[config.mk]
export PLATFORM = sky130hd
export DESIGN_NAME = pmwc_controller
export DESIGN_NICKNAME = d
export VERILOG_FILES = /design/src/pmwc_pkg.sv /design/src/pmwc_controller.sv
export SDC_FILE = /design/constraint.sdc
export NUM_CORES = 1
export LEC_CHECK = 0
export BUFFER_PORTS_ARGS = -buffer_cell sky130_fd_sc_hd__buf_2
export CORE_ASPECT_RATIO = 0.5
export CORE_MARGIN = 4
export CORE_UTILIZATION = 27
export CTS_CLUSTER_DIAMETER = 60
export DETAILED_ROUTE_END_ITERATION = 8
export HOLD_SLACK_MARGIN = 0.02
export PLACE_DENSITY = 0.49
export RECOVER_POWER = 25
export SETUP_SLACK_MARGIN = 0.3
export SLEW_MARGIN = 20
export SYNTH_ARGS = -nofsm -noshare
export SYNTH_HDL_FRONTEND = slang
export SYNTH_SLANG_ARGS = --single-unit
[constraint.sdc]
create_clock -name clk -period 5.9 [get_ports clk]
set_input_delay 0.59 -clock clk [delete_from_list [all_inputs] [get_ports clk]]
set_output_delay 0.59 -clock clk [all_outputs]
set_load 0.01 [all_outputs]
[src/pmwc_pkg.sv]
// Package for the power-mode and wake-up controller.
// Assumes one clock (main oscillator domain) and an asynchronous active-high reset.
package pmwc_pkg;

  // ==========================================================================
  // Power modes
  typedef enum logic [2:0] {
    PMWC_RUN       = 3'b000,
    PMWC_SLOW      = 3'b001,
    PMWC_WAIT      = 3'b010,
    PMWC_SLOW_WAIT = 3'b011,
    PMWC_HALT      = 3'b100,
    PMWC_ACT_HALT  = 3'b101,
    PMWC_STARTUP   = 3'b110
  } pmwc_mode_e;

  // ==========================================================================
  // Clock division (log2 of divide ratio)
  localparam logic [2:0] PMWC_DIV_NORMAL_LOG2 = 3'h1;  // Divide by 2
  localparam logic [2:0] PMWC_DIV_SLOW_BASE   = 3'h2;  // Field 0 means divide by 4
  localparam int         PMWC_DIV_CNT_W       = 5;

  // ==========================================================================
  // Startup delay in CPU cycles
  localparam int PMWC_STARTUP_CYCLES = 4096;
  localparam int PMWC_STARTUP_W      = 13;

  // ==========================================================================
  // Interrupt sources, indexed by their number
  localparam int PMWC_NSRC = 14;
  localparam logic [PMWC_NSRC-1:0] PMWC_USED_MASK      = 14'h0fbe;
  localparam logic [PMWC_NSRC-1:0] PMWC_WAKE_HALT_MASK = 14'h003c;
  localparam logic [PMWC_NSRC-1:0] PMWC_WAKE_AHLT_MASK = 14'h003e;
  localparam int PMWC_SRC_TIMEBASE = 1;

  // ==========================================================================
  // Vector addresses (high byte address of each pair is this plus one)
  localparam logic [15:0] PMWC_VEC_RESET = 16'hfffe;
  localparam logic [15:0] PMWC_VEC_TRAP  = 16'hfffc;
  localparam logic [15:0] PMWC_VEC_SRC0  = 16'hfffa;
  localparam logic [15:0] PMWC_VEC_STEP  = 16'h0002;

endpackage

[src/pmwc_controller.sv]
// Power-mode and wake-up controller: run, slow, wait, halt and timed-standby halt,
// plus the fixed-priority vector and wake map.
// Assumes the CPU core pulses the instruction strobes and consumes the vector grant.
`timescale 1ns/1ps

module pmwc_controller #(
  parameter int STARTUP_CYCLES = pmwc_pkg::PMWC_STARTUP_CYCLES
) (
  input  wire logic                          clk,
  input  wire logic                          rst,
  input  wire logic                          slow_select,
  input  wire logic [1:0]                    slow_divider_field,
  input  wire logic                          oscillator_irq_enable,
  input  wire logic                          watchdog_halt_option,
  input  wire logic                          watchdog_enabled,
  input  wire logic                          wait_for_irq_instr,
  input  wire logic                          halt_instr,
  input  wire logic                          trap_instr,
  input  wire logic                          irq_ack,
  input  wire logic                          cc_push,
  input  wire logic                          cc_pop,
  input  wire logic                          cc_mask_set,
  input  wire logic                          cc_mask_clr,
  input  wire logic                          timebase_irq,
  input  wire logic                          clock_security_irq,
  input  wire logic [3:0]                    ext_irq_group,
  input  wire logic [4:0]                    periph_irq,
  output logic                               cpu_clk_en,
  output logic                               periph_clk_en,
  output logic                               osc_enable,
  output logic                               cpu_stopped,
  output logic [2:0]                         power_mode,
  output logic                               irq_mask,
  output logic                               irq_request,
  output logic [15:0]                        irq_vector,
  output logic                               watchdog_reset_req,
  output logic                               shared_src_timebase,
  output logic                               shared_src_security
);

  localparam int NSRC = pmwc_pkg::PMWC_NSRC;
  localparam int SW   = pmwc_pkg::PMWC_STARTUP_W;

  // ==========================================================================
  // State
  pmwc_pkg::pmwc_mode_e mode_r, mode_nxt;
  logic [pmwc_pkg::PMWC_DIV_CNT_W-1:0] div_cnt_r;
  logic [SW-1:0]   start_cnt_r;
  logic            mask_r;
  logic            mask_saved_r;
  logic            start_reset_r;
  logic            cpu_clk_en_r, periph_clk_en_r, osc_enable_r;
  logic            cpu_stopped_r;
  logic            irq_request_r, wdg_reset_r;
  logic [15:0]     irq_vector_r;
  logic            sh_tb_r, sh_css_r;
  logic            trap_pend_r;

  // ==========================================================================
  // Source collection, numbered as in the vector map
  wire [NSRC-1:0] src_raw;
  assign src_raw = {2'b00, periph_irq, 1'b0, ext_irq_group,
                    timebase_irq | clock_security_irq, 1'b0};
  wire [NSRC-1:0] src_live = src_raw & pmwc_pkg::PMWC_USED_MASK;

  // Wake eligibility per halt variant
  wire [NSRC-1:0] wake_halt = src_live & pmwc_pkg::PMWC_WAKE_HALT_MASK;
  wire [NSRC-1:0] wake_ahlt = src_live & pmwc_pkg::PMWC_WAKE_AHLT_MASK;
  wire            any_src   = |src_live;

  // Lowest numbered pending source wins
  logic [3:0] win_idx;
  always_comb begin
    win_idx = 4'h0;
    for (int i = NSRC - 1; i >= 0; i--) begin
      if (src_live[i]) begin
        win_idx = 4'(i);
      end
    end
  end

  wire [15:0] src_vec = pmwc_pkg::PMWC_VEC_SRC0 - 16'(win_idx) * pmwc_pkg::PMWC_VEC_STEP;

  // ==========================================================================
  // Clock divider
  wire [2:0] div_log2 = (slow_select == 1'b1)
                        ? pmwc_pkg::PMWC_DIV_SLOW_BASE + {1'b0, slow_divider_field}
                        : pmwc_pkg::PMWC_DIV_NORMAL_LOG2;
  wire [pmwc_pkg::PMWC_DIV_CNT_W-1:0] div_top =
    pmwc_pkg::PMWC_DIV_CNT_W'((32'h1 << div_log2) - 32'h1);
  wire div_tick = (div_cnt_r >= div_top);

  // ==========================================================================
  // Mode transitions
  wire in_halt   = (mode_r == pmwc_pkg::PMWC_HALT);
  wire in_ahlt   = (mode_r == pmwc_pkg::PMWC_ACT_HALT);
  wire in_wait   = (mode_r == pmwc_pkg::PMWC_WAIT) || (mode_r == pmwc_pkg::PMWC_SLOW_WAIT);
  wire in_active = (mode_r == pmwc_pkg::PMWC_RUN) || (mode_r == pmwc_pkg::PMWC_SLOW);
  wire start_done = (start_cnt_r == SW'(STARTUP_CYCLES - 1)) && div_tick;

  always_comb begin
    mode_nxt = mode_r;
    unique case (mode_r)
      pmwc_pkg::PMWC_RUN, pmwc_pkg::PMWC_SLOW: begin
        if (wait_for_irq_instr) begin
          mode_nxt = slow_select ? pmwc_pkg::PMWC_SLOW_WAIT : pmwc_pkg::PMWC_WAIT;
        end else if (halt_instr) begin
          mode_nxt = oscillator_irq_enable ? pmwc_pkg::PMWC_ACT_HALT
                                           : pmwc_pkg::PMWC_HALT;
        end else begin
          mode_nxt = slow_select ? pmwc_pkg::PMWC_SLOW : pmwc_pkg::PMWC_RUN;
        end
      end
      pmwc_pkg::PMWC_WAIT, pmwc_pkg::PMWC_SLOW_WAIT: begin
        if (any_src) begin
          mode_nxt = slow_select ? pmwc_pkg::PMWC_SLOW : pmwc_pkg::PMWC_RUN;
        end
      end
      pmwc_pkg::PMWC_HALT: begin
        if (|wake_halt) begin
          mode_nxt = pmwc_pkg::PMWC_STARTUP;
        end
      end
      pmwc_pkg::PMWC_ACT_HALT: begin
        if (|wake_ahlt) begin
          mode_nxt = pmwc_pkg::PMWC_STARTUP;
        end
      end
      pmwc_pkg::PMWC_STARTUP: begin
        if (start_done) begin
          mode_nxt = slow_select ? pmwc_pkg::PMWC_SLOW : pmwc_pkg::PMWC_RUN;
        end
      end
      default: mode_nxt = pmwc_pkg::PMWC_RUN;
    endcase
  end

  // Next-mode decode for grants, clock gates and the stop flag
  wire nxt_active    = (mode_nxt == pmwc_pkg::PMWC_RUN) || (mode_nxt == pmwc_pkg::PMWC_SLOW);
  wire nxt_unclocked = (mode_nxt == pmwc_pkg::PMWC_HALT) ||
                       (mode_nxt == pmwc_pkg::PMWC_ACT_HALT) ||
                       (mode_nxt == pmwc_pkg::PMWC_STARTUP);
  wire nxt_osc_off   = (mode_nxt == pmwc_pkg::PMWC_HALT);

  // Wake restarts the divider so the startup delay is whole CPU cycles
  wire wake_start = (mode_nxt == pmwc_pkg::PMWC_STARTUP) && (mode_r != pmwc_pkg::PMWC_STARTUP);

  // Halt with watchdog running resets unless timed-standby or the option allows it
  wire halt_wdg = in_active && halt_instr && !wait_for_irq_instr && watchdog_enabled &&
                  !oscillator_irq_enable && !watchdog_halt_option;

  // Grant to the CPU when running with the mask clear; trap ignores the mask
  wire grant_src  = nxt_active && !mask_r && any_src && !irq_request_r && !start_reset_r;
  wire grant_trap = trap_pend_r && in_active && !irq_request_r && !start_reset_r;
  wire entering_low = in_active && (wait_for_irq_instr || halt_instr);

  // ==========================================================================
  // Registers
  always_ff @(posedge clk or posedge rst) begin
    if (rst) begin
      mode_r <= pmwc_pkg::PMWC_RUN;
    end else begin
      mode_r <= mode_nxt;
    end
  end

  always_ff @(posedge clk or posedge rst) begin
    if (rst) begin
      div_cnt_r <= '0;
    end else begin
      div_cnt_r <= (div_tick || wake_start) ? '0 : div_cnt_r + 1'b1;
    end
  end

  always_ff @(posedge clk or posedge rst) begin
    if (rst) begin
      start_cnt_r <= '0;
    end else if (mode_r == pmwc_pkg::PMWC_STARTUP) begin
      start_cnt_r <= start_cnt_r + SW'(div_tick);
    end else begin
      start_cnt_r <= '0;
    end
  end

  always_ff @(posedge clk or posedge rst) begin
    if (rst) begin
      start_reset_r <= 1'b1;
    end else if (in_active) begin
      start_reset_r <= 1'b0;
    end
  end

  // Global mask: set after reset, cleared on low-power entry, saved and restored on service
  always_ff @(posedge clk or posedge rst) begin
    if (rst) begin
      mask_r       <= 1'b1;
      mask_saved_r <= 1'b1;
    end else begin
      if (entering_low) begin
        mask_r <= 1'b0;
      end else if (cc_push || irq_ack) begin
        mask_saved_r <= mask_r;
        mask_r       <= 1'b1;
      end else if (cc_pop) begin
        mask_r <= mask_saved_r;
      end else if (cc_mask_set) begin
        mask_r <= 1'b1;
      end else if (cc_mask_clr) begin
        mask_r <= 1'b0;
      end
    end
  end

  always_ff @(posedge clk or posedge rst) begin
    if (rst) begin
      trap_pend_r <= 1'b0;
    end else if (trap_instr) begin
      trap_pend_r <= 1'b1;
    end else if (grant_trap) begin
      trap_pend_r <= 1'b0;
    end
  end

  // Request stands until the CPU acknowledges it
  always_ff @(posedge clk or posedge rst) begin
    if (rst) begin
      irq_request_r <= 1'b0;
    end else if (irq_ack) begin
      irq_request_r <= 1'b0;
    end else if (grant_trap || grant_src) begin
      irq_request_r <= 1'b1;
    end
  end

  // Reset vector stands until the first grant replaces it
  always_ff @(posedge clk or posedge rst) begin
    if (rst) begin
      irq_vector_r <= pmwc_pkg::PMWC_VEC_RESET;
    end else if (start_reset_r) begin
      irq_vector_r <= pmwc_pkg::PMWC_VEC_RESET;
    end else if (grant_trap) begin
      irq_vector_r <= pmwc_pkg::PMWC_VEC_TRAP;
    end else if (grant_src) begin
      irq_vector_r <= src_vec;
    end
  end

  always_ff @(posedge clk or posedge rst) begin
    if (rst) begin
      sh_tb_r  <= 1'b0;
      sh_css_r <= 1'b0;
    end else begin
      sh_tb_r  <= timebase_irq;
      sh_css_r <= clock_security_irq;
    end
  end

  // Clock gating per mode
  always_ff @(posedge clk or posedge rst) begin
    if (rst) begin
      cpu_clk_en_r    <= 1'b0;
      periph_clk_en_r <= 1'b0;
      osc_enable_r    <= 1'b1;
    end else begin
      cpu_clk_en_r    <= div_tick && nxt_active;
      periph_clk_en_r <= div_tick && !nxt_unclocked;
      osc_enable_r    <= !nxt_osc_off;
    end
  end

  // CPU stop flag follows the mode register
  always_ff @(posedge clk or posedge rst) begin
    if (rst) begin
      cpu_stopped_r <= 1'b0;
    end else begin
      cpu_stopped_r <= !nxt_active;
    end
  end

  // Watchdog reset request, one cycle per offending halt
  always_ff @(posedge clk or posedge rst) begin
    if (rst) begin
      wdg_reset_r <= 1'b0;
    end else begin
      wdg_reset_r <= halt_wdg;
    end
  end

  // ==========================================================================
  // Outputs
  assign cpu_clk_en          = cpu_clk_en_r;
  assign periph_clk_en       = periph_clk_en_r;
  assign osc_enable          = osc_enable_r;
  assign cpu_stopped         = cpu_stopped_r;
  assign power_mode          = mode_r;
  assign irq_mask            = mask_r;
  assign irq_request         = irq_request_r;
  assign irq_vector          = irq_vector_r;
  assign watchdog_reset_req  = wdg_reset_r;
  assign shared_src_timebase = sh_tb_r;
  assign shared_src_security = sh_css_r;

  wire unused_ok = in_halt | in_ahlt | in_wait;

endmodule // pmwc_controller

# ---- Word-level counts from Yosys, hierarchy flattened
# Cells that the tools add are included.
dict set report totals {
  ff_bits 49
  input_bits 27
  out_inout_bits 28
  wordCells 118
}
dict set report classes {
  addsub 5
  magnitude_cmp 1
  eq_ne 12
  shift 1
  n_mux 35
  n_bitwise 2
  reduce_logical 46
}
# operator count
set ops {}
lappend ops {{$mux 16} 3}
lappend ops {{$mux 4} 10}
lappend ops {{$mux 3} 7}
lappend ops {{$eq 3x3->1 const B} 6}
lappend ops {{$logic_and 1x1->1} 17}
lappend ops {{$pmux 3 s5} 1}
lappend ops {{$add 13x1->13} 1}
lappend ops {{$eq 13x12->1 const B} 1}
lappend ops {{$mux 13} 1}
lappend ops {{$mux 1} 12}
lappend ops {{$reduce_or 10->1} 1}
lappend ops {{$logic_not 1->1} 9}
lappend ops {{$logic_or 1x1->1} 8}
lappend ops {{$sub 4x6->7 const A} 1}
lappend ops {{$eq 3x1->1 const B} 2}
lappend ops {{$eq 3x2->1 const B} 2}
lappend ops {{$logic_not 3->1} 2}
lappend ops {{$add 5x1->5 const B} 1}
lappend ops {{$ge 5x5->1} 1}
lappend ops {{$mux 5} 1}
lappend ops {{$reduce_bool 5->1} 1}
lappend ops {{$reduce_or 5->1} 1}
lappend ops {{$shl 1x3->5 const A} 1}
lappend ops {{$sub 5x1->5 const B} 1}
lappend ops {{9 further kinds} 11}

# ---- Depth between registers and ports, before layout
# Gate-level depths: netlist of the first run.
dict set report logic_depth {
  depth_word 17
  ltp_mapped 13
  ltp_nobuf 13
}

# ---- Least setup slack after synthesis of the first run
# No wires, ideal clock.
dict set report synth_timing {
  path_kind {input to register}
  start {in slow_select}
  end {reg start_cnt_r[12]}
  setup_time_ns 0.119
  arrival_time_ns 2.601
  required_ns 5.781
  path_slack_ns 3.180
  stages 13
  n_path_buf 1
  cell_sequence {clkbuf_1 -> ha_1 -> xor2_1 -> ha_1 -> a21o_1 -> a31oi_1 -> o21ai_1 -> ha_1 -> ha_1 -> nand3_1 -> nor3_1 -> xnor2_1 -> nor2_1}
}
dict set report synth_between {
  elab_chain_cells 6
}
# element line
set synth_rtl {}
lappend synth_rtl {{from (decl)} pmwc_controller.sv:11} ;# input wire logic slow_select,
lappend synth_rtl {{$mux 3} pmwc_controller.sv:87} ;# ? pmwc_pkg::PMWC_DIV_SLOW_BASE + {1'b0, slow_divider_field}
lappend synth_rtl {{$shl 1x3->5} pmwc_controller.sv:90} ;# pmwc_pkg::PMWC_DIV_CNT_W'((32'h1 << div_log2) - 32'h1);
lappend synth_rtl {{$sub 5x1->5} pmwc_controller.sv:90}
lappend synth_rtl {{$ge 5x5->1} pmwc_controller.sv:91} ;# wire div_tick = (div_cnt_r >= div_top);
lappend synth_rtl {{$add 13x1->13} pmwc_controller.sv:179} ;# start_cnt_r <= start_cnt_r + SW'(div_tick);
lappend synth_rtl {{$mux 13} pmwc_controller.sv:178} ;# end else if (mode_r == pmwc_pkg::PMWC_STARTUP) begin
lappend synth_rtl {{to (signal assigned)} pmwc_controller.sv:179}
lappend synth_rtl {{to (decl)} pmwc_controller.sv:48} ;# logic [SW-1:0] start_cnt_r;
# No other way between the ends.
# A chain may end at the register's enable or synchronous reset.

# ---- Final worst setup path of the first run
# Ends and elaborated chain as after synthesis.

==> impl_metrics.tcl, run 1 <==
set metrics [dict create \
    outcome "finished, violations left" \
    violations "max-capacitance violations, max-slew violations" \
    postCtsHoldBufs 0 \
    ir_worst_vdd_mv 0.1591 \
    worstSetupPathType "in -> reg" \
    leakage_nw 1.181 \
    hold_ws_ns 0.4781 \
    rsz0062_at_grt "false" \
    drv_slew 39 \
    rows 22 \
    die_h_um 70.93 \
    dr_wl_met3_um 247 \
    dp_hpwl_um 3689 \
    finalSetupViolCount 0 \
    viasPerCell 4.505 \
    start_util 0.2845 \
    relSlewSlack -0.3760 \
    utilization 0.3427 \
    synth.most_common_cell "nor2_1" \
    worstSetupStartpointType "input port" \
    synth_largest_area_cell "dfrtp_1" \
    post-cts-setup-buffers 0 \
    drt-initial-drc-count 113 \
    tns_ns 0 \
    place_inst 366 \
    drc 0 \
    ctsResizeCount 0 \
    cts_root_buf "clkbuf_16" \
    ys_async_sr_fraction 1.000 \
    final_net_count 302 \
    total_power_mw 1.001 \
    wirelength_um 4747 \
    pre_cts_slack_ns 2.775 \
    hp-class "in -> reg" \
    clock_latency_ns 0.28 \
    period_share 0.4781 \
    max_freq_ghz 0.3545 \
    ant_nets 0 \
    antenna_found_initial 0 \
    top_layer "met4" \
    ys_top_cells_by_area "dfrtp_1, dfstp_2, ha_1, nor2_1, buf_4" \
    layout-drive-gt1-share 0.2444 \
    arrival_ns 2.99 \
    overflow 0 \
    grt_first_pass_wirelength_um 8135 \
    synth_warnings 0 \
    seq_area_frac_synth 0.4500 \
    cts_tree "built" \
    final_cells 374 \
    cts.clk_slew.worst_paths_ns 0.06 \
    synth_common_cells "nor2_1, dfrtp_1, nand2_1" \
    synth_cell_types 50 \
    syn_inst 218 \
    syn_area_um2 2138 \
    wl_per_cell_um 12.69 \
    ys_seq_elements 38 \
    final_area_um2 2575 \
    cts-buffers-inserted 5 \
    fin_ws_ns 3.079 \
    dr.pass1.iters 4 \
    diodes 0 \
    syn_to_final_growth_pct 20.42 \
    wl_met1_um 2232 \
    endpoint_kind "register" \
    port_buffers 43 \
    cts.htree.levels 2 \
    synth_flop_cell "dfrtp_1" \
    worst_slew_pin_slew_ns 2.064 \
    cts.sinks 38 \
    grt_use_total 0.1050 \
    routabilityCongestion 0.7796 \
    syn_avg_cell_area_um2 9.809 \
    synth_top_area_share 0.3394 \
    dr_total_vias 1685 \
    clock_path_buffers 2 \
    die_x_um 133.9 \
    grt_pass1_vias 1708 \
    grt_max_degree 39 \
    synth-edff-count 0 \
    coreArea_um2 7515 \
    hold_viol_final 0 \
    crit_fanout 7 \
    ioPinCount 55 \
    fin_skew_ns 0.006432 \
    cp.required_ns 6.06 \
    p_per_area_nw_per_um2 388.5 \
    wl_met2_um 2210 \
    die-area_um2 9494 \
    finalCriticalPeriod_ns 2.821 \
    max_cap_viol_count 1 \
    post_dp_cell_area_um2 2435 \
]
## flip-flops by register name (all words and copies together), names as in the netlist, 3 cells and up
signal	count
div_cnt_r	5
power_mode	3
irq_vector	5
start_cnt_r	13
## cell type report
| type | count | area [µm²] |
|---|---|---|
| clock buffer | 8 | 146.4 |
| fill | 774 | 4940 |
| inverter | 11 | 41.29 |
| multi-input combinational | 165 | 1074 |
| sequential | 38 | 962.2 |
| tap | 108 | 135.1 |
| timing repair buffer | 44 | 216.5 |
## per-layer routing
layer | vias up | track usage
met5 | - | 0
met4 | 0 | 0.03193
met2 | 47 | 0.1722
met1 | 803 | 0.1375
li1 | 828 | -
met3 | 7 | 0.02699
## worst max-delay path, cell delays in order
cell and delay [ns]:
buf_2 0.14, ha_1 0.21, xor2_1 0.17, ha_1 0.29
a21o_1 0.11, a31oi_1 0.05, o21ai_1 0.30, ha_1 0.28
ha_1 0.23, nand3_1 0.19, nor3_1 0.22, xnor2_1 0.15
nor2_1 0.06
## kinds of logic after synthesis
| logic type | synth area share |
|---|---|
| and+or+nand+nor | 0.2311 |
| muxes | 0.01463 |
| xor gates and xnor gates | 0.06554 |
| DFF | 0.4500 |
| AOI/OAI and AO/OA | 0.1094 |
| buffers and inverters | 0.06729 |
| adders and majority gates | 0.05851 |
| other | 0.003512 |
## cell usage in the layout, fill, tap and decap left out, types with 2 or more instances in the layout
cell,instances
a21o_1,2
a21oi_1,4
a31oi_1,2
and2_1,3
and3_1,2
buf_2,41
clkbuf_1,5
clkbuf_16,5
conb_1,13
dfrtp_1,29
dfstp_2,9
ha_1,10
inv_1,11
mux2i_1,2
nand2_1,13
nand2b_1,3
nand3_1,9
nand3b_1,2
nand4_1,5
nor2_1,32
nor2b_1,3
nor3_1,3
nor4_4,2
o211ai_1,3
o21ai_0,2
o21ai_1,3
o31a_1,2
o31ai_1,5
or2_1,2
or3_4,2
or4_1,3
xnor2_1,7
xor2_1,9
## where the power goes
part,internal [mW],total (mW),switching (mW)
clock network,0.168,0.265,0.0970
registers,0.334,0.384,0.0504
logic,0.140,0.351,0.211
total,0.642,1.00,0.359
## final timing paths
| kind | start | to | slack (ns) | depth (start not counted) |
|---|---|---|---|---|
| min | watchdog_halt_option | watchdog_reset_req$_DFF_PP0_ | 0.48 | 2 |
| max reg2reg | div_cnt_r[0]$_DFF_PP0_ | start_cnt_r[12]$_DFF_PP0_ | 3.47 | 11 |
| min reg2reg | div_cnt_r[0]$_DFF_PP0_ | div_cnt_r[0]$_DFF_PP0_ | 0.49 | 1 |
| max in group asynchronous | rst | power_mode[0]$_DFF_PP0_ | 3.65 | 3 |
| max | slow_select | start_cnt_r[12]$_DFF_PP0_ | 3.08 | 13 |
| min in group asynchronous | rst | start_cnt_r[7]$_DFF_PP0_ | 1.06 | 3 |
(Power assumes the default switching activity.)
==> run 2: changes to the inputs <==
--- a/config.mk
+++ b/config.mk
@@ -12,7 +12,7 @@
 export CTS_CLUSTER_DIAMETER = 60
 export DETAILED_ROUTE_END_ITERATION = 8
 export HOLD_SLACK_MARGIN = 0.02
-export PLACE_DENSITY = 0.49
+export PLACE_DENSITY = 0.51
 export RECOVER_POWER = 25
 export SETUP_SLACK_MARGIN = 0.3
 export SLEW_MARGIN = 20
==> constraint.sdc (replaced) <==
create_clock -name clk -period 2.29 [get_ports clk]
set_input_delay 0.229 -clock clk [delete_from_list [all_inputs] [get_ports clk]]
set_output_delay 0.229 -clock clk [all_outputs]
set_load 0.01 [all_outputs]
==> run 2 against run 1 <==
  * The flow now finishes without violations
  * Sequential share of layout area down 3.6 points
  * Total power rose to 2.8 times the previous value
  * Register-to-register slack worse by 3.2 ns
  * Critical path depth down 3
==> impl_metrics.tcl, run 2 (synthesized netlist as in run 1, its figures left out) <==
set metrics [dict create \
    max_freq_ghz 0.4985 \
    leakage_nw 1.277 \
    start_util 0.2845 \
    p_per_area_nw_per_um2 989.9 \
    drc 0 \
    ioPinCount 55 \
    drv_slew 0 \
    fin_skew_ns 0.006984 \
    arrival_ns 2.17 \
    pre_cts_slack_ns -0.09100 \
    wl_per_cell_um 12.36 \
    hold_viol_final 0 \
    critPathMaxStageDelay_ns 0.42 \
    path_buf_inv 0 \
    cts.clk_slew.worst_paths_ns 0.06 \
    cts_root_buf "clkbuf_16" \
    finalSetupViolCount 0 \
    die-area_um2 9494 \
    utilization 0.3801 \
    use_met1 0.1405 \
    crit_fanout 4 \
    grt_util_met3 0.02486 \
    port_buffers 43 \
    cts.htree.levels 2 \
    diodes 0 \
    cts-buffers-inserted 5 \
    hp-class "in -> reg" \
    worstSetupPathType "reg -> reg" \
    path_common_cell "ha_4" \
    final_common_cell "buf_2" \
    die_x_um 133.9 \
    drt-initial-drc-count 72 \
    clock_path_buffers 2 \
    overflow 0 \
    wirelength_um 4834 \
    rows 22 \
    post_dp_cell_area_um2 2557 \
    postCtsHoldBufs 0 \
    rsz0062_at_grt "true" \
    clock_latency_ns 0.28 \
    final_cell_mix "buf_2, nor2_1, dfrtp_1, buf_4, conb_1" \
    syn_to_final_growth_pct 33.59 \
    dp_hpwl_um 3730 \
    cts_tree "built" \
    layout-drive-gt1-share 0.3675 \
    cp.required_ns 2.46 \
    cp_slowest_cell "dfrtp_1" \
    fillers 743 \
    cp_top_family "adder cells" \
    dr.pass1.iters 6 \
    endpoint_kind "register" \
    coreArea_um2 7515 \
    worstSetupStartpointType "register" \
    top_register "start_cnt_r" \
    final_net_count 319 \
    cts.sinks 38 \
    dr_total_vias 1746 \
    period_share 0.8761 \
    outcome "completed" \
    antenna_found_initial 0 \
    finalCriticalPeriod_ns 2.006 \
    grt_use_total 0.1060 \
    use_met2 0.1761 \
    grt_pass1_vias 1722 \
    ant_nets 0 \
    max_cap_viol_count 0 \
    crit_chain "ha_4, a21o_1, a31oi_2, o21ai_2, ha_4, ha_4, nand3_4, nor3_2, xnor2_1, nor2_1" \
    worst_slew_pin_slew_ns 0.9568 \
    final_area_um2 2856 \
    viasPerCell 4.465 \
    ir_worst_vdd_mv 0.3390 \
    fin_ws_ns 0.2838 \
    routabilityCongestion 0.7958 \
    grt_first_pass_wirelength_um 8245 \
    grt_max_degree 39 \
    relSlewSlack 0.3621 \
    largest_register_ffs 13 \
    grt.busiest_layer "met2" \
    die_h_um 70.93 \
]
## run 2: cell count changes in the layout (fill, tap and decap cells not counted), moves of 2 or more
| cell | change |
|---|---|
| ha_4 | +4 |
| buf_2 | -2 |
| buf_4 | +18 |
| nor2_1 | -4 |
| nand3_2 | +2 |
| nand3_1 | -3 |
| nor2_2 | +2 |
| nor2_4 | +2 |
| ha_1 | -4 |
## run 2: cell type report
cell class	count	area (µm²)	area share
clock buffers	8	146.4	0.05125
inverters	11	41.29	0.01445
multi-input cells	165	1216	0.4258
flip-flops and latches	38	963.4	0.3373
well taps	108	135.1	0.04731
repair buffers	61	354.1	0.1240
## run 2: timing repair
action | in CTS | in global routing
buffers inserted | 4 | 3
endpoints found under the hold margin | 0 | 0
setup endpoints to repair | 9 | 23
gates cloned | 0 | 0
pin swaps | 8 | 16
resized for setup | 8 | 12
## run 2: path summary, 6_finish.rpt
check                           slack (ns)  cells past startpoint                       from                      endpoint
worst min-delay path                  0.12                      2       watchdog_halt_option  watchdog_reset_req$_DFF_PP0_
worst min register to register        0.49                      2  start_reset_r$_DFFE_PP1N_     start_reset_r$_DFFE_PP1N_
max in group asynchronous             1.40                      3                        rst       power_mode[2]$_DFF_PP0_
worst max-delay path                  0.28                     10     div_cnt_r[2]$_DFF_PP0_     start_cnt_r[12]$_DFF_PP0_
min in group asynchronous             0.25                      3                        rst      start_cnt_r[8]$_DFF_PP0_
worst max register to register        0.28                     10     div_cnt_r[2]$_DFF_PP0_     start_cnt_r[12]$_DFF_PP0_
## run 2: power by group
group,switching (mW),internal [mW],leakage [nW]
Sequential,0.124,0.862,0.474
Combinational,0.613,0.548,0.732
Clock,0.247,0.434,0.0712
## run 2: through the flow
step	cells	TNS, ns	hold WS, ns	total power [mW]
final	391	0	0.1227	2.828
after global routing	391	0	0.1244	3.029
after CTS	388	0	0.08154	2.785
after detailed placement	376	-0.2529	0.3771	1.990
after global placement	376	-0.01628	0.3688	1.972
after floorplan	229	0	0.2604	1.623
## run 2: routing by layer
metal	part of all wire	routed length (µm)
met5	0	0
met4	0.0074	36
met3	0.037	181
met2	0.48	2340
met1	0.47	2275
==> run 3: changes to the inputs <==
--- a/config.mk
+++ b/config.mk
@@ -5,6 +5,7 @@
 export SDC_FILE = /design/constraint.sdc
 export NUM_CORES = 1
 export LEC_CHECK = 0
+export ABC_AREA = 1
 export BUFFER_PORTS_ARGS = -buffer_cell sky130_fd_sc_hd__buf_2
 export CORE_ASPECT_RATIO = 0.5
 export CORE_MARGIN = 4
==> run 3 against run 2 <==
  * First-iteration DRC count increased by 72%
  * Area after synthesis increased by 2.7%
  * Critical path type unchanged
  * Clock skew decreased by 0.0040 ns
  * Hold slack got worse by 0.032 ns
  * Global-route usage increased by 0.70 points
  * Synthesized cell count increased by 26%
  * Clock power increased by 2%
  * Sequential share of layout area decreased by 1.5 points
  * Largest power group unchanged
  * Via count increased by 10%
  * Die area increased by 2.5%
  * Register-to-register slack got worse by 0.07 ns
  * Largest cell class unchanged
==> impl_metrics.tcl, run 3 <==
set metrics [dict create \
    tns_ns 0 \
    endpoint_kind "register" \
    diodes 0 \
    synth_top_area_share 0.3305 \
    dr.pass1.iters 4 \
    p_per_area_nw_per_um2 900.6 \
    routabilityCongestion 0.8724 \
    final_net_count 384 \
    cp_slowest_cell "dfrtp_1" \
    syn_inst 275 \
    worstSetupStartpointType "register" \
    cts.clk_slew.worst_paths_ns 0.06 \
    syn_avg_cell_area_um2 7.985 \
    path_buf_inv 3 \
    largest_register_ffs 13 \
    max_freq_ghz 0.4825 \
    worstSetupPathType "reg -> reg" \
    seq_area_um2 962.2 \
    startpoint "div_cnt_r[2]$_DFF_PP0_" \
    drv_slew 0 \
    period_share 0.9050 \
    cp_top_family "simple AND/OR/NAND/NOR gates" \
    grt_max_degree 39 \
    final_common_cell "nand2_1" \
    arrival_ns 2.24 \
    final_area_um2 2985 \
    worst_slew_pin_slew_ns 0.9342 \
    clock_latency_ns 0.28 \
    max_cap_viol_count 0 \
    seq_area_frac_synth 0.4382 \
    fillers 765 \
    port_buffers 43 \
    rr_worst_depth 15 \
    top_register "start_cnt_r" \
    grt_use_total 0.1130 \
    hp-class "in -> reg" \
    cts_tree "built" \
    coreArea_um2 7597 \
    hold_ws_ns 0.09041 \
    die-area_um2 9727 \
    cts.sinks 38 \
    rows 22 \
    critPathMaxStageDelay_ns 0.40 \
    grt_first_pass_wirelength_um 8963 \
    ys_seq_elements 38 \
    rsz0062_at_grt "true" \
    cts.htree.levels 2 \
    postCtsHoldBufs 0 \
    outcome "completed" \
    crit_chain "ha_1, nand2_1, nand2_1, nand2_1, nand3_2, ha_4, nand3_4, nor2_4, nand2_2, nor2_4, buf_4, buf_4, buf_4, nor2_1, nor2_1" \
    cp.required_ns 2.46 \
    final_cell_mix "nand2_1, buf_2, nor2_1, inv_1, dfrtp_1" \
    hold_viol_final 0 \
    wl_per_cell_um 11.35 \
    whs_path_depth 1 \
    antenna_found_initial 0 \
    drt-initial-drc-count 124 \
    r2r_end "start_cnt_r[7]$_DFF_PP0_" \
    ys_async_sr_fraction 1.000 \
    start_util 0.2890 \
    cp.depth 15 \
    synth_flop_cell "dfrtp_1" \
    pre_cts_slack_ns -0.08569 \
    ys_top_cells_by_area "dfrtp_1, dfstp_2, nand2_1, nor2_1, inv_1" \
    crit_fanout 2 \
    relSlewSlack 0.3772 \
    r2r_slack_ns 0.22 \
    finalCriticalPeriod_ns 2.073 \
    ant_nets 0 \
    synth_cell_types 33 \
    crit_end "start_cnt_r[7]$_DFF_PP0_" \
    cts_root_buf "clkbuf_16" \
    drc 0 \
    syn_to_final_growth_pct 35.95 \
    synth.most_common_cell "nand2_1" \
    ir_worst_vdd_mv 0.3324 \
    dp_hpwl_um 3899 \
    wirelength_um 5175 \
    die_x_um 135.5 \
    synth-edff-count 0 \
    overflow 0 \
    r2r_start "div_cnt_r[2]$_DFF_PP0_" \
    layout-drive-gt1-share 0.3592 \
    fin_ws_ns 0.2175 \
    clock_path_buffers 2 \
    synth_warnings 0 \
    synth_common_cells "nand2_1, nor2_1, inv_1" \
    cts-buffers-inserted 5 \
    multiInputGateArea_um2 1196 \
    die_h_um 71.77 \
    syn_area_um2 2196 \
    fin_skew_ns 0.003012 \
    ioPinCount 55 \
    viasPerCell 4.211 \
    post_dp_cell_area_um2 2638 \
    synth_largest_area_cell "dfrtp_1" \
    leakage_nw 1.476 \
    dr_total_vias 1920 \
    grt_pass1_vias 2021 \
    finalSetupViolCount 0 \
]
-- run 3: changes by cell type after synthesis, sizes merged, moves of 4 or more --
cell   delta
o21ai     +5
o31ai     -5
nor2     +21
xor2      -6
nand3     +5
nand2    +42
inv      +27
xnor2     -4
and2      -4
a21oi    +11
-- run 3: report_power, final --
part           total (mW)  switching, mW  internal (mW)
Combinational        1.05          0.654          0.393
Sequential          0.948         0.0924          0.855
Clock               0.694          0.263          0.431
Total                2.69           1.01           1.68
-- run 3: cell type report --
cell class,instances,area share
multi-input combinational,197,0.4007
sequential,38,0.3223
timing repair buffer,67,0.1333
inverter,38,0.04778
clock buffer,6,0.04652
tap,108,0.04526
clock inverter,2,0.004191
-- run 3: per-stage QoR --
stage          cells    util  total power [mW]
2_1_floorplan    286       -             1.672
3_3_place_gp     435  0.3472             1.964
3_5_place_dp     435  0.3472             1.974
4_1_cts          450  0.3775             2.694
5_1_grt          456  0.3930             2.925
6_report         456  0.3930             2.689
-- run 3: worst reg2reg max path: stages (launching register included) --
cell,delay [ns]
dfrtp_1,0.40
ha_1,0.32
nand2_1,0.06
nand2_1,0.04
nand2_1,0.07
nand3_2,0.10
ha_4,0.19
nand3_4,0.09
nor2_4,0.05
nand2_2,0.09
nor2_4,0.06
buf_4,0.13
buf_4,0.12
buf_4,0.12
nor2_1,0.09
nor2_1,0.04
-- run 3: worst min path at each step --
| stage | startpoint | endpoint | slack (ns) |
|---|---|---|---|
| after floorplan | clock_security_irq | shared_src_security$_DFF_PP0_ | 0.26 |
| after global placement | clock_security_irq | shared_src_security$_DFF_PP0_ | 0.36 |
| after detailed placement | clock_security_irq | shared_src_security$_DFF_PP0_ | 0.36 |
| after CTS | rst | periph_clk_en$_DFF_PP0_ | 0.07 |
| after global routing | clock_security_irq | shared_src_security$_DFF_PP0_ | 0.09 |
| final | clock_security_irq | shared_src_security$_DFF_PP0_ | 0.09 |
-- run 3: what timing repair did --
| action | in CTS | in global routing |
|---|---|---|
| endpoints found under the setup margin | 6 | 9 |
| setup buffers | 7 | 6 |
| pin swaps | 16 | 6 |
| gates resized for setup | 6 | 17 |
-- run 3: layer usage --
metal / vias up / share of wire / global-route usage
met5: - / 0 / 0
met4: 0 / 0.0068 / 0.03128
met3: 4 / 0.036 / 0.02735
met2: 32 / 0.50 / 0.1960
met1: 888 / 0.46 / 0.1415
li1: 996 / - / -
-- run 3: cells by family (layout without fill, tap and decap cells) --
logic type | Yosys count | after routing | synth area share
compound gates | 33 | 33 | 0.09174
xor+xnor | 6 | 6 | 0.02394
fa+ha+maj | 10 | 10 | 0.05698
buf+inv | 51 | 113 | 0.1066
flops | 38 | 38 | 0.4382
other cells | 2 | 13 | 0.003420
simple gates | 135 | 135 | 0.2792
